[config.mk]
export PLATFORM = sky130hd
export DESIGN_NAME = fdcsm_top
export DESIGN_NICKNAME = d
export VERILOG_FILES = /design/src/include/fdcsm_pkg.sv /design/src/include/fdcsm_pin_if.sv /design/src/hdl/fdcsm_sync.sv /design/src/hdl/fdcsm_top.sv
export VERILOG_INCLUDE_DIRS = /design/src /design/src/include
export SDC_FILE = /design/constraint.sdc
export NUM_CORES = 1
export LEC_CHECK = 0
export ABC_AREA = 1
export BUFFER_PORTS_ARGS = -buffer_cell sky130_fd_sc_hd__buf_2
export CORE_MARGIN = 8
export CORE_UTILIZATION = 48
export CTS_BUF_LIST = sky130_fd_sc_hd__clkbuf_16
export CTS_CLUSTER_DIAMETER = 200
export DETAILED_ROUTE_END_ITERATION = 10
export PLACE_DENSITY = 0.8
export SYNTH_ARGS = -nofsm -noshare
export SYNTH_HDL_FRONTEND = slang
export SYNTH_HIERARCHICAL = 1
export SYNTH_SLANG_ARGS = --single-unit
[constraint.sdc]
create_clock -name clk -period 2.12 [get_ports clk]
set_input_delay 0.424 -clock clk [delete_from_list [all_inputs] [get_ports clk]]
set_output_delay 0.424 -clock clk [all_outputs]
set_load 0.01 [all_outputs]
[src/include/fdcsm_params.svh]
// Constants for the strap-selected system-mode logic
`ifndef FDCSM_PARAMS_SVH
`define FDCSM_PARAMS_SVH

// ============================================================
// Field positions
`define FDCSM_PWR_IDLE_BIT   4

// ============================================================
// Timing counts (clock cycles)
`define FDCSM_SYNC_STAGES    2
`define FDCSM_STRAP_SETTLE   2'd3

// ============================================================
// Reset values of outputs
`define FDCSM_DMA_EN_RST     1'b0
`define FDCSM_TERM_CNT_RST   1'b0
`define FDCSM_STATUS_OE_RST  1'b0
`define FDCSM_DENSITY_RST    1'b0
`define FDCSM_SHARED_RST     1'b0
`define FDCSM_TRACK_RST      1'b0

`endif

[src/include/fdcsm_pkg.sv]
// Types shared by the system-mode logic
package fdcsm_pkg;

  // ============================================================
  // Host-compatibility modes picked by the straps
  typedef enum logic [1:0] {
    FDCSM_MODE_STD,
    FDCSM_MODE_ALT,
    FDCSM_MODE_LEGACY
  } fdcsm_mode_t;

  // ============================================================
  // Data rates selected by the controller core
  typedef enum logic [2:0] {
    FDCSM_RATE_250K,
    FDCSM_RATE_300K,
    FDCSM_RATE_500K,
    FDCSM_RATE_1M,
    FDCSM_RATE_2M
  } fdcsm_rate_t;

  // ============================================================
  // Strap capture sequence
  typedef enum logic {
    FDCSM_ST_SETTLE,
    FDCSM_ST_LOCKED
  } fdcsm_state_t;

endpackage : fdcsm_pkg

[src/include/fdcsm_pin_if.sv]
// Synchronised pin levels passed from the input stage to the mode logic
interface fdcsm_pin_if;
  logic ident;
  logic mode2;
  logic term_cnt;
  logic index;

  modport src (output ident, output mode2, output term_cnt, output index);
  modport dst (input ident, input mode2, input term_cnt, input index);
endinterface : fdcsm_pin_if

[src/hdl/fdcsm_sync.sv]
// Two-stage synchronisers for the asynchronous pin inputs
`include "fdcsm_params.svh"

module fdcsm_sync (
  input  wire logic clk,
  input  wire logic reset_n,
  input  wire logic ident_pin,
  input  wire logic mode2_pin,
  input  wire logic term_cnt_pin,
  input  wire logic index_pin,
  fdcsm_pin_if.src  pins
);

  // ============================================================
  // Stage one is read only by stage two, to keep metastability contained
  logic [3:0] stage1;
  logic [3:0] stage2;

  always_ff @(posedge clk or negedge reset_n)
  begin
    if (!reset_n)
    begin
      stage1 <= 4'h0;
      stage2 <= 4'h0;
    end
    else
    begin
      stage1 <= {index_pin, term_cnt_pin, mode2_pin, ident_pin};
      stage2 <= stage1;
    end
  end

  // Hand the settled levels on
  assign pins.ident    = stage2[0];
  assign pins.mode2    = stage2[1];
  assign pins.term_cnt = stage2[2];
  assign pins.index    = stage2[3];

endmodule : fdcsm_sync

[src/hdl/fdcsm_top.sv]
// Strap-selected system mode, density polarity, idle pin and index logic
//
// How it works
// - Both straps are sampled after reset release and the resulting mode is latched.
// - First mode: honour DMA enable bit, terminal count high, status regs undriven.
// - Second mode: DMA always enabled, terminal count active low.
// - Density select active high for fast rates when strap is 1, else low.
// - Shared pin carries idle indication when power-management bit 4 is set.
// - Idle indication is high while controller idle or powered down.
// - Shared pin carries drive 1 motor enable when bit 4 is clear.
`include "fdcsm_params.svh"

module fdcsm_top (
  input  wire logic                  clk,
  input  wire logic                  reset_n,
  input  wire logic                  ident_strap,
  input  wire logic                  second_mode_strap,
  input  wire logic                  digital_output_reg_dma,
  input  wire logic                  terminal_count_pin,
  input  wire fdcsm_pkg::fdcsm_rate_t data_rate,
  input  wire logic [7:0]            power_mgmt_control_reg,
  input  wire logic                  fdc_idle,
  input  wire logic                  fdc_powerdown,
  input  wire logic                  drive1_motor_enable,
  input  wire logic                  index_pin,
  output fdcsm_pkg::fdcsm_mode_t     op_mode,
  output logic                       mode_locked,
  output logic                       dma_enabled,
  output logic                       terminal_count,
  output logic                       status_oe,
  output logic                       density_select_out,
  output logic                       shared_pin_out,
  output logic                       track_start
);
  import fdcsm_pkg::*;

  // ============================================================
  // Functions
  // Legacy mode only when both straps read low; illegal combo falls to standard
  function automatic fdcsm_mode_t strap_decode(input logic ident, input logic mode2);
    if (!ident && mode2)
      strap_decode = FDCSM_MODE_ALT;
    else if (!ident && !mode2)
      strap_decode = FDCSM_MODE_LEGACY;
    else
      strap_decode = FDCSM_MODE_STD;
  endfunction : strap_decode

  // Rates on which density select is asserted
  function automatic logic is_fast_rate(input fdcsm_rate_t rate);
    is_fast_rate = (rate == FDCSM_RATE_500K) || (rate == FDCSM_RATE_1M) ||
                   (rate == FDCSM_RATE_2M);
  endfunction : is_fast_rate

  // ============================================================
  // Input synchronisers
  fdcsm_pin_if pins ();

  fdcsm_sync u_sync (
    .clk          (clk),
    .reset_n      (reset_n),
    .ident_pin    (ident_strap),
    .mode2_pin    (second_mode_strap),
    .term_cnt_pin (terminal_count_pin),
    .index_pin    (index_pin),
    .pins         (pins.src)
  );

  // ============================================================
  // Strap capture
  // Straps cannot be taken under async reset, so wait for the synchroniser
  // to fill after release and latch once
  fdcsm_state_t state;
  fdcsm_state_t next_state;
  logic [1:0]   settle_cnt;
  logic         ident_latched;
  logic         latch_now;

  assign latch_now  = (state == FDCSM_ST_SETTLE) && (settle_cnt == `FDCSM_STRAP_SETTLE);
  assign mode_locked = (state == FDCSM_ST_LOCKED);

  always_comb
  begin
    next_state = state;
    case (state)
      FDCSM_ST_SETTLE: if (latch_now) next_state = FDCSM_ST_LOCKED;
      FDCSM_ST_LOCKED: next_state = FDCSM_ST_LOCKED;
      default:         next_state = FDCSM_ST_SETTLE;
    endcase
  end

  always_ff @(posedge clk or negedge reset_n)
  begin
    if (!reset_n)
    begin
      state         <= FDCSM_ST_SETTLE;
      settle_cnt    <= 2'd0;
      op_mode       <= FDCSM_MODE_STD;
      ident_latched <= 1'b1;
    end
    else
    begin
      state <= next_state;
      if (!latch_now && state == FDCSM_ST_SETTLE)
        settle_cnt <= settle_cnt + 2'd1;
      if (latch_now)
      begin
        op_mode       <= strap_decode(pins.ident, pins.mode2);
        ident_latched <= pins.ident;
      end
    end
  end

  // ============================================================
  // Mode-dependent DMA, terminal count and status drive
  logic next_dma_enabled;
  logic next_terminal_count;
  logic next_status_oe;

  // Only the alternate mode ignores the DMA bit and inverts terminal count
  assign next_dma_enabled    = (op_mode == FDCSM_MODE_ALT) ? 1'b1
                                                           : digital_output_reg_dma;
  assign next_terminal_count = (op_mode == FDCSM_MODE_ALT) ? !pins.term_cnt
                                                           : pins.term_cnt;
  // Legacy mode drives the status registers; standard keeps them off
  assign next_status_oe      = mode_locked && (op_mode != FDCSM_MODE_STD);

  always_ff @(posedge clk or negedge reset_n)
  begin
    if (!reset_n)
    begin
      dma_enabled    <= `FDCSM_DMA_EN_RST;
      terminal_count <= `FDCSM_TERM_CNT_RST;
      status_oe      <= `FDCSM_STATUS_OE_RST;
    end
    else
    begin
      dma_enabled    <= next_dma_enabled;
      terminal_count <= next_terminal_count;
      status_oe      <= next_status_oe;
    end
  end

  // ============================================================
  // Density select polarity from the latched identity strap
  logic next_density;

  assign next_density = ident_latched ? is_fast_rate(data_rate)
                                      : !is_fast_rate(data_rate);

  always_ff @(posedge clk or negedge reset_n)
  begin
    if (!reset_n)
      density_select_out <= `FDCSM_DENSITY_RST;
    else
      density_select_out <= next_density;
  end

  // ============================================================
  // Shared idle / motor pin
  logic idle_sel;
  logic next_shared;

  assign idle_sel    = power_mgmt_control_reg[`FDCSM_PWR_IDLE_BIT];
  assign next_shared = idle_sel ? (fdc_idle || fdc_powerdown)
                                : drive1_motor_enable;

  always_ff @(posedge clk or negedge reset_n)
  begin
    if (!reset_n)
      shared_pin_out <= `FDCSM_SHARED_RST;
    else
      shared_pin_out <= next_shared;
  end

  // ============================================================
  // Index edge detect; one pulse per track regardless of pulse width
  logic index_prev;
  logic next_track;

  assign next_track = pins.index && !index_prev;

  always_ff @(posedge clk or negedge reset_n)
  begin
    if (!reset_n)
    begin
      index_prev  <= 1'b0;
      track_start <= `FDCSM_TRACK_RST;
    end
    else
    begin
      index_prev  <= pins.index;
      track_start <= next_track;
    end
  end
endmodule : fdcsm_top

=== Word level (Yosys, flattened, before mapping) ===
Cells that the tools add are included.
Widths: inputs -> output; s select.

* Bitwise logic cells: 1
* Equal/unequal tests: 5
* Mux-type cells: 8
* Add/sub/neg operators: 1
* Reductions and logical operators: 16

{| class="wikitable"
|+ Operator list
! operator !! count
|-
| $eq 3x2->1 const B || 2
|-
| $logic_and 1x1->1 || 6
|-
| $logic_not 1->1 || 6
|-
| $mux 1 || 5
|-
| $mux 2 || 2
|-
| $eq 3x3->1 const B || 1
|-
| $logic_or 1x1->1 || 3
|-
| $add 2x1->2 const B || 1
|-
| $eq 2x1->1 const B || 1
|-
| $eq 2x2->1 const B || 1
|-
| $pmux 1 s2 || 1
|-
| $reduce_bool 2->1 || 1
|-
| $not 1->1 || 1
|}

* Bits in registers: 21
* Output and inout port bits: 9
* Word-level logic and storage cells: 44
* Input port bits: 21

=== Logic depth before layout (Yosys ltp) ===
Gate-level depths: netlist (run 1).

* Depth in word-level cells: 5
* Depth in mapped cells: 5
* Gate-level depth less buffers: 5

=== Hierarchy ===
The synthesis (run 1) kept the hierarchy.

{| class="wikitable"
|+ Modules (own cells, without submodules)
! module !! instances !! sequential area each (um^2) !! cells each !! area an instance (um^2)
|-
| fdcsm_top || 1 || 326.6 || 55 || 525.5
|-
| fdcsm_sync || 1 || 200.2 || 8 || 200.2
|}

=== Least setup slack after synthesis (run 1) ===
Ideal clock, no wire load.

* Path type: reg2reg
* Start: register settle_cnt[0]
* End: register settle_cnt[1]
* Period minus slack after synthesis: 0.991 ns
* Slack: 1.129 ns
* Cell stages (with the launch flop): 6
* Arrival time: 0.875 ns
* Data required time: 2.004 ns
* Library setup time: 0.116 ns
* Cell sequence: dfrtp_1 > ha_1 > nor2_2 > inv_1 > nand2_1 > nand2_1

* Longest elaborated chain between the ends: 4
* Elaborated cells on any way between the ends: 5
* Those cells by class: add/sub (1); eq/ne (1); reduce/logical (3)

{| class="wikitable"
|+ Ends and longest elaborated chain
! item !! line !! text
|-
| start, declared || fdcsm_top.sv:75 || <nowiki>logic [1:0] settle_cnt;</nowiki>
|-
| start signal, assigned || fdcsm_top.sv:105 || <nowiki>settle_cnt <= settle_cnt + 2'd1;</nowiki>
|-
| $eq 2x2->1 (no line) || n/a ||
|-
| $logic_and 1x1->1 || fdcsm_top.sv:79 || <nowiki>assign latch_now = (state == FDCSM_ST_SETTLE) && (settle_cnt == `FDCSM_STRAP_SETTLE);</nowiki>
|-
| $logic_not 1->1 || fdcsm_top.sv:104 || <nowiki>if (!latch_now && state == FDCSM_ST_SETTLE)</nowiki>
|-
| $logic_and 1x1->1 || fdcsm_top.sv:104 ||
|}

Parallel ways exist; a longest one is shown, timed or not.
A chain may end at the register's enable or synchronous reset.

=== Worst setup path after layout (run 1) ===
* Start: register state, in the netlist mode_locked
* End: output port mode_locked

{| class="wikitable"
|+ RTL lines
! item !! line !! text
|-
| start, declared || fdcsm_top.sv:73 || <nowiki>fdcsm_state_t state;</nowiki>
|-
| start signal, assigned || fdcsm_top.sv:103 || <nowiki>state <= next_state;</nowiki>
|-
| end, declared || fdcsm_top.sv:27 || <nowiki>output logic mode_locked,</nowiki>
|}

No word-level cell between the ends.

==> impl_metrics.yaml, run 1 <==
floorplanning:
  die_y_um: 54.9
  ios: 30
  placementRows: 14
  fp.dieW_um: 54.9
  core_um2: 1450
  start_util: 0.499
  die_area_um2: 3010
global_routing:
  antenna_found_initial: 0
  grt_start_max_net_pins: 22
  grt_pass1_vias: 528
  grt_usage: 0.0905
  grt_overflow: 0
  grt_pass1_wl_mm: 1.97
cts:
  clock-sinks: 21
  ctsHtreeMaxLevel: 1
  tritoncts: "yes"
  ctsResizeCount: 0
  cts_buffers: 3
  clk_pin_slew_ns: 0.06
  clock_path_buffers: 2
  root_buffer: "clkbuf_16"
  cts_setup_buffers: 0
  clk_latency_ns: 0.25
  cts_hold_buffers: 0
timing:
  fmax_mhz: 775
  min_period_ns: 1.29
  hold_viol: 0
  worstMarginPinSlew_ns: 0.442
  maxSlewViolCount: 0
  finalSetupTns_ns: 0
  hold-worst-slack_ns: 0.115
  max_slew_margin: 0.705
  fin_crit_sh: 0.609
  rsz0062_at_grt: "no"
  skew_ns: 0.00456
  setup_viol: 0
critical_path:
  worst-path-stages: 1
  critPathBufInv: 1
  cpPeakStageDelay_ns: 0.44
  ff2ff_path_depth: 5
  cp_slowest_cell: "dfrtp_1"
  cp_cell_sequence: "buf_2"
  arrival_ns: 0.87
  reg2reg_from: "settle_cnt[0]"
  cp.required_ns: 1.70
  criticalPathCategory: "register to primary output"
  crit_path_start: "mode_locked"
  start_kind: "register"
  cp-end-kind: "primary output"
  worstPathMaxFanout: 5
  cpLargestDelayFamily: "flip-flops"
routing:
  route.vias.total: 485
  routed_wl_mm: 1.20
  wl_per_cell_um: 11.4
  drc_errors: 0
  first_iter_violations: 1
  first_pass_iters: 2
  drtAntennaViolNets: 0
  vias_per_cell: 4.62
synth:
  ys_warn_count: 6
  synth.top_cell.area_share: 0.690
  synth_top_area_cell: "dfrtp_1"
  syn_avg_cell_area_um2: 11.5
  ys_ff_latch: 21
  synth.area.top_cells: "dfrtp_1 69%, nand2_1 7.2%, inv_1 5.2%, dfstp_2 3.6%, nor2_1 2.6%"
  synth_top_family_by_area: "simple AND/OR/NAND/NOR gates"
  synth_xor_area_frac: 0.0241
  synth_fa_ha_area_frac: 0.0172
  syn_inst: 63
  synth_nets: 85
  synthSimpleGateAreaFrac: 0.143
  synthMuxAreaShare: 0
  netlist_area_um2: 726
  synth_compound_area_frac: 0.0379
  synth_cell_type_count: 14
  synth-seq-area-share: 0.726
cells_and_area:
  nets: 112
  area_growth_syn_to_layout_pct: 29.0
  num_antenna_cells: 0
  fillers: 124
  drive_above_1_share: 0.326
  final_cells: 105
  multi_input_area_um2: 161
  seq_area_um2: 527
placement:
  gp_congestion: 0.657
  placed_cells: 101
  port_buffers: 22
  dp_hpwl_um: 947
outcome:
  status: "complete, no violations"
power_and_ir_drop:
  power.leakage_nw: 0.486
  ir_drop_uv: 704
  total_power_w: 0.000866
  cellPowerDensity_nw_per_um2: 925
hold_path:
  hold_class: "input port to asynchronous set/reset pin"
run:
  cap_viol_max_count: 0
[path summary, 6_finish.rpt]
check                              endpoint  slack [ns]
setup / recovery                mode_locked        0.83
hold / removal             u_sync/stage2[0]        0.11
setup reg to reg              settle_cnt[1]        1.06
hold reg to reg            u_sync/stage2[1]        0.35
max in group asynchronous     ident_latched        1.67
min in group clk           u_sync/stage1[1]        0.28
[layout by cell type (no fill, tap or decap), drive strengths merged]
cell	synthesis	routed
buf	0	22
inv	10	10
clkbuf	0	3
a21oi	1	1
xnor2	1	1
nand3	3	3
o21a	1	1
dfstp	1	1
nand2	14	14
clkinv	0	1
nor2	7	7
o21ai	3	3
dfrtp	20	20
xor2	1	1
ha	1	1
[cells in the mapped netlist]
library cell	n
nand3_1	3
nor2_1	5
dfstp_2	1
xnor2_1	1
ha_1	1
inv_1	10
o21ai_0	3
nor2_2	1
a21oi_1	1
xor2_1	1
nor2_4	1
o21a_1	1
dfrtp_1	20
nand2_1	14
[area by class of cell]
class	instances	share of cell area
Sequential cell	21	0.563
Multi-Input combinational cell	32	0.172
Timing Repair Buffer	22	0.118
Clock buffer	3	0.0802
Inverter	10	0.0401
Tap cell	16	0.0214
Clock inverter	1	0.00535
[registers in the layout (all words and copies together), names as in the netlist]
register,flops
density_select_out,1
terminal_count,1
status_oe,1
dma_enabled,1
settle_cnt,2
u_sync/stage2,4
u_sync/stage1,4
shared_pin_out,1
op_mode,2
track_start,1
index_prev,1
mode_locked,1
ident_latched,1
[layer usage]
metal | vias up | global-route usage | share of wire
met2 | 18 | 0.164 | 0.49
met3 | 0 | 0.0408 | 0.12
met1 | 227 | 0.0860 | 0.40
met4 | 0 | 0.0369 | 0
li1 | 240 | - | -
met5 | - | 0 | 0
[report_power, final]
group | switching [W] | internal [W] | leakage (nW)
clock network | 0.000130 | 0.000252 | 0.0409
logic | 0.0000302 | 0.0000237 | 0.208
registers | 0.00000760 | 0.000422 | 0.238
total | 0.000167 | 0.000698 | 0.486
[per-stage QoR]
step	cell area, um^2	util	worst slack (ns)
6_report	936	0.644	0.829
3_3_place_gp	856	0.589	1.10
2_1_floorplan	726	-	1.13
3_5_place_dp	856	0.589	1.07
5_1_grt	936	0.644	0.795
4_1_cts	936	0.644	0.820
[cell families after synthesis]
group	after synthesis
xor gates and xnor gates	2
AOI/OAI and AO/OA	5
DFF	21
buffers and inverters	10
adders and majority gates	1
and+or+nand+nor	24
Power figures use the tool's default switching activity.
==> inputs of run 2 (changes only) <==
--- a/config.mk
+++ b/config.mk
@@ -6,14 +6,14 @@
 export SDC_FILE = /design/constraint.sdc
 export NUM_CORES = 1
 export LEC_CHECK = 0
-export ABC_AREA = 1
+export ABC_AREA = 0
 export BUFFER_PORTS_ARGS = -buffer_cell sky130_fd_sc_hd__buf_2
 export CORE_MARGIN = 8
-export CORE_UTILIZATION = 48
+export CORE_UTILIZATION = 40
 export CTS_BUF_LIST = sky130_fd_sc_hd__clkbuf_16
 export CTS_CLUSTER_DIAMETER = 200
 export DETAILED_ROUTE_END_ITERATION = 10
-export PLACE_DENSITY = 0.8
+export PLACE_DENSITY = 0.72
 export SYNTH_ARGS = -nofsm -noshare
 export SYNTH_HDL_FRONTEND = slang
 export SYNTH_HIERARCHICAL = 1
==> constraint.sdc (replaced) <==
create_clock -name clk -period 1.1 [get_ports clk]
set_input_delay 0.22 -clock clk [delete_from_list [all_inputs] [get_ports clk]]
set_output_delay 0.22 -clock clk [all_outputs]
set_load 0.01 [all_outputs]
==> run 2 against run 1 <==
Against the previous run:
- the flow now finishes with violations (setup timing)
- critical endpoint is now settle_cnt[1]
- critical path type is now register to register
- utilization fell by 7.5 points
- flip-flop and latch count did not move
- synthesized cell count fell by 29%
- clock power rose by 91%
- power rose by 92%
- first-iteration DRC count rose to 19 times the previous value
- global-route usage fell by 1.7 points
- synthesized area fell by 3.4%
- worst setup slack got worse by 0.84 ns
==> impl_metrics.yaml, run 2 <==
outcome:
  status: "complete, but fails checks"
  violations: "setup timing"
critical_path:
  cpPeakStageDelay_ns: 0.41
  cp-end-kind: "register"
  worstPathMaxFanout: 2
  cpLargestDelayFamily: "flip-flops"
  cp_slowest_cell: "dfrtp_1"
  critPathBufInv: 0
  r2r_end: "settle_cnt[1]"
  arrival_ns: 1.24
  cp_cell_sequence: "ha_4 > nor2_4 > mux2_4"
  reg2reg_from: "settle_cnt[0]"
  crit_path_start: "settle_cnt[0]"
  criticalPathCategory: "register to register"
  cp.required_ns: 1.23
  start_kind: "register"
  ff2ff_path_depth: 3
  worst-r2r-setup-slack_ns: -0.007
cts:
  clock_path_buffers: 2
  clock-sinks: 21
  root_buffer: "clkbuf_16"
  clk_latency_ns: 0.25
  cts_buffers: 3
  tritoncts: "yes"
  clk_pin_slew_ns: 0.05
  ctsHtreeMaxLevel: 1
synth:
  synth-seq-area-share: 0.752
  synth-edff-count: 0
  yosys-top-cells-count: "20 x dfrtp_1, 3 x nand2b_1"
  netlist_area_um2: 701
  synth.area.top_cells: "dfrtp_1 71%, mux2_4 4.3%, dfstp_2 3.8%, nand2b_1 2.7%, xor2_1 2.5%"
  synth_xor_area_frac: 0.0375
  async_flop_share: 1.00
  synthSimpleGateAreaFrac: 0.0964
  yosysMostFrequentCell: "dfrtp_1"
  syn_avg_cell_area_um2: 15.6
  synthMuxAreaShare: 0.0429
  synth_top_family_by_area: "simple AND/OR/NAND/NOR gates"
  synth_compound_area_frac: 0.0429
  syn_inst: 45
  synth_nets: 67
  ys_ff_latch: 21
  ys_warn_count: 6
  synth_fa_ha_area_frac: 0.0179
  synth.top_cell.area_share: 0.714
  synth_cell_type_count: 18
  synth_top_area_cell: "dfrtp_1"
  synth_flop_cell: "dfrtp_1"
timing:
  setup_slack_ns: -0.00703
  maxSlewViolCount: 0
  max_slew_margin: 0.708
  fmax_mhz: 903
  skew_ns: 0.00107
  rsz0062_at_grt: "yes"
  hold_viol: 0
  fin_crit_sh: 1.01
  setup_viol: 1
  worstMarginPinSlew_ns: 0.438
  min_period_ns: 1.11
hold_path:
  holdPathStages: 1
  hold_end: "u_sync/stage1[1]"
  hold_start: "second_mode_strap"
  hold_class: "input port to register"
cells_and_area:
  nets: 98
  area_growth_syn_to_layout_pct: 37.1
  multi_input_area_um2: 184
  final_util: 0.569
  drive_above_1_share: 0.453
  num_antenna_cells: 0
  layout_commonest_cell: "buf_2"
  final_cell_mix: "22 x buf_2, 20 x dfrtp_1"
  seq_area_um2: 527
  fillers: 141
  largestRegisters: "u_sync/stage1 x4, u_sync/stage2 x4"
placement:
  port_buffers: 22
  gp_congestion: 0.671
  dp_hpwl_um: 815
  dp_slack_ns: -0.00120
floorplanning:
  die_y_um: 57.9
  fp.dieW_um: 57.9
  placementRows: 15
  ios: 30
  die_area_um2: 3350
  core_um2: 1690
  start_util: 0.415
global_routing:
  grt_pass1_vias: 429
  antenna_found_initial: 0
  grt_pass1_wl_mm: 1.79
  grt_start_max_net_pins: 22
  grt_usage: 0.0739
  grt_overflow: 0
routing:
  route.vias.total: 423
  drc_errors: 0
  first_iter_violations: 19
  routed_wl_mm: 1.07
  drtAntennaViolNets: 0
  first_pass_iters: 4
  wl_per_cell_um: 11.7
  vias_per_cell: 4.60
power_and_ir_drop:
  power.leakage_nw: 0.464
  ir_drop_uv: 799
  cellPowerDensity_nw_per_um2: 1730
run:
  cap_viol_max_count: 0
-- run 2: cell types whose count changed after synthesis, sizes merged, moves of 2 or more --
cell,before,now
mux2,0,2
nand2,14,2
nand2b,0,4
nor2,7,3
nand3,3,0
inv,10,2
o21ai,3,1
-- run 2: what timing repair did --
action                                 CTS  global route
hold buffers                             1             0
setup buffers                            0             1
resized for setup                        0             0
setup endpoints to repair                1             1
endpoints found under the hold margin   20             0
-- run 2: cell families (layout without fill, tap and decap cells) --
family,Yosys count,in the layout
compound gates,5,5
xor+xnor,3,3
fa+ha+maj,1,1
buf+inv,2,32
flops,21,21
mux,2,2
simple gates,11,11
-- run 2: how the worst max path moves through the flow --
| stage | end | cells after the start |
|---|---|---|
| after floorplan | settle_cnt[1] | 3 |
| after global placement | settle_cnt[1] | 3 |
| after detailed placement | settle_cnt[1] | 3 |
| after CTS | settle_cnt[1] | 3 |
| after global routing | settle_cnt[1] | 3 |
| final | settle_cnt[1] | 3 |
-- run 2: layout make-up --
cell class / instances / area share
Tap cell: 17 / 0.0221
Clock buffer: 3 / 0.0781
Timing Repair Buffer: 26 / 0.148
Clock inverter: 1 / 0.00391
Multi-Input combinational cell: 22 / 0.191
Inverter: 2 / 0.00781
Sequential cell: 21 / 0.548
-- run 2: routing by layer --
metal | vias to the layer above | wire length [um] | GRT usage
met5 | - | 0 | 0
met4 | 0 | 59 | 0.105
met3 | 4 | 116 | 0.0353
met2 | 18 | 439 | 0.0955
met1 | 193 | 458 | 0.0729
li1 | 208 | - | -
-- run 2: stage by stage --
step	hold slack (ns)	cells	setup TNS (ns)	total power, W	area (um^2)
global route	0.0669	92	-0.0400	0.00173	961
finish	0.0740	92	-0.00703	0.00166	961
global placement	0.186	86	0	0.000939	865
detailed placement	0.192	86	-0.00120	0.000944	865
floorplan	-0.0756	45	-0.000876	0.000879	718
CTS	0.0706	91	-0.00900	0.00169	953
-- run 2: where the power goes --
part	leakage (nW)	switching (W)	total, W	internal (W)
sequential	0.238	0.0000143	0.000829	0.000815
combinational	0.184	0.0000498	0.0000999	0.0000501
clock	0.0423	0.000247	0.000730	0.000483
total	0.464	0.000311	0.00166	0.00135
==> inputs of run 3 (changes only) <==
--- a/config.mk
+++ b/config.mk
@@ -9,11 +9,11 @@
 export ABC_AREA = 0
 export BUFFER_PORTS_ARGS = -buffer_cell sky130_fd_sc_hd__buf_2
 export CORE_MARGIN = 8
-export CORE_UTILIZATION = 40
-export CTS_BUF_LIST = sky130_fd_sc_hd__clkbuf_16
+export CORE_UTILIZATION = 43
+export CTS_BUF_LIST = sky130_fd_sc_hd__clkbuf_2
 export CTS_CLUSTER_DIAMETER = 200
 export DETAILED_ROUTE_END_ITERATION = 10
-export PLACE_DENSITY = 0.72
+export PLACE_DENSITY = 0.76
 export SYNTH_ARGS = -nofsm -noshare
 export SYNTH_HDL_FRONTEND = slang
 export SYNTH_HIERARCHICAL = 1
==> run 3 against run 2 <==
Against the previous run:
- the run still ends with setup timing left
- register-to-register slack worse by 0.02 ns
- non-clock buffer count grew 9
- routed wire length rose by 12%
- sequential share of layout area down 1.6 points
- count of clock-buffer cells in the layout is 1 higher
- clock skew grew 0.0086 ns
- final cell count grew 8.7%
- die area is 5.1% lower
- power fell by 25%
- global-route usage hardly changed
- clock power down 59%
- critical path type unchanged
==> impl_metrics.yaml, run 3 (synthesis results as in run 2) <==
hold_path:
  hold_class: "input port to register"
timing:
  fin_crit_sh: 1.03
  min_period_ns: 1.13
  fmax_mhz: 884
  worstMarginPinSlew_ns: 0.434
  hold-worst-slack_ns: 0.0886
  hold_viol: 0
  skew_ns: 0.00968
  maxSlewViolCount: 0
  setup_slack_ns: -0.0318
  setup_viol: 2
  max_slew_margin: 0.711
  finalSetupTns_ns: -0.0337
  rsz0062_at_grt: "yes"
power_and_ir_drop:
  power.leakage_nw: 0.485
  cellPowerDensity_nw_per_um2: 1270
  ir_drop_uv: 827
floorplanning:
  die_area_um2: 3180
  fp.dieW_um: 56.4
  start_util: 0.460
  core_um2: 1520
  die_y_um: 56.4
  ios: 30
  placementRows: 14
placement:
  gp_congestion: 0.665
  port_buffers: 22
cts:
  cts_buffers: 3
  ctsHtreeMaxLevel: 1
  clk_pin_slew_ns: 0.18
  root_buffer: "clkbuf_2"
  clock_path_buffers: 2
  tritoncts: "yes"
  clk_latency_ns: 0.29
  clock-sinks: 21
cells_and_area:
  num_antenna_cells: 0
  final_util: 0.649
  multi_input_area_um2: 189
  largestRegisters: "u_sync/stage1 x4, u_sync/stage2 x4"
  drive_above_1_share: 0.488
  seq_area_um2: 527
  final_cell_mix: "21 x buf_2, 20 x dfrtp_1, 8 x buf_4"
  layout_commonest_cell: "buf_2"
  area_growth_syn_to_layout_pct: 41.2
  nets: 107
  fillers: 117
routing:
  first_iter_violations: 0
  vias_per_cell: 4.50
  routed_wl_mm: 1.20
  route.vias.total: 450
  drc_errors: 0
  drtAntennaViolNets: 0
  first_pass_iters: 1
  wl_per_cell_um: 12.0
outcome:
  status: "complete, but fails checks"
  violations: "setup timing"
global_routing:
  grt_overflow: 0
  antenna_found_initial: 0
  grt_start_max_net_pins: 22
  grt_pass1_vias: 488
  grt_usage: 0.0743
  grt_pass1_wl_mm: 1.96
critical_path:
  criticalPathCategory: "register to register"
  worstPathMaxFanout: 2
  arrival_ns: 1.34
  cp-end-kind: "register"
  cp.required_ns: 1.31
  start_kind: "register"
run:
  cap_viol_max_count: 0
==> run 3: changes by cell type in the layout (fill, tap and decap cells not counted) <==
cell / delta
buf_6: +1
o31ai_2: +1
buf_2: -1
clkbuf_2: +4
clkbuf_16: -3
dlygate4sd3_1: +4
inv_1: -1
o31ai_1: -1
buf_4: +5
==> run 3: repair_timing <==
action                                  in CTS  in global routing
gates resized for setup                      0                  2
hold buffers                                 1                  4
buffers inserted                             4                  2
endpoints found under the setup margin       4                  7
gates cloned                                 0                  0
hold endpoints to repair                    20                  4
pin swaps                                    1                  2
==> run 3: final cells by class <==
type,count,area share
Clock buffer,4,0.0202
Inverter,2,0.00759
Sequential cell,21,0.532
Timing Repair Buffer,35,0.229
Multi-Input combinational cell,22,0.191
Tap cell,16,0.0202
==> run 3: final timing paths <==
kind	to	slack [ns]	cells past startpoint	start
setup / recovery	settle_cnt[1]	-0.03	3	settle_cnt[1]
hold / removal	shared_pin_out	0.09	2	power_mgmt_control_reg[4]
setup reg to reg	settle_cnt[1]	-0.03	3	settle_cnt[1]
hold reg to reg	u_sync/stage2[3]	0.37	0	u_sync/stage1[3]
max in group asynchronous	ident_latched	0.39	2	reset_n
min in group asynchronous	status_oe	0.37	2	reset_n
==> run 3: layer usage <==
layer	track usage	wire (um)
met1	0.0754	469
met2	0.122	580
met3	0.0427	149
met4	0.0309	0
met5	0	0
==> run 3: per-stage QoR <==
| stage | power (W) | std cells | instance area, um^2 | setup WS (ns) |
|---|---|---|---|---|
| 2_1_floorplan | 0.000879 | 45 | 718 | -0.000876 |
| 6_report | 0.00125 | 100 | 990 | -0.0318 |
| 3_5_place_dp | 0.000944 | 85 | 863 | -0.0272 |
| 4_1_cts | 0.00125 | 94 | 923 | -0.0370 |
| 3_3_place_gp | 0.000939 | 85 | 863 | 0.00901 |
| 5_1_grt | 0.00132 | 100 | 990 | -0.0607 |
==> run 3: where the power goes <==
group	switching, W	total (W)	internal (W)
sequential	0.0000139	0.000828	0.000814
combinational	0.0000567	0.000126	0.0000696
clock	0.000202	0.000299	0.0000964
==> run 3: worst max-delay path, stage by stage, from the launching register on <==
cell and delay (ns):
dfrtp_1 0.45, ha_4 0.19, nor2_4 0.10, mux2_4 0.30
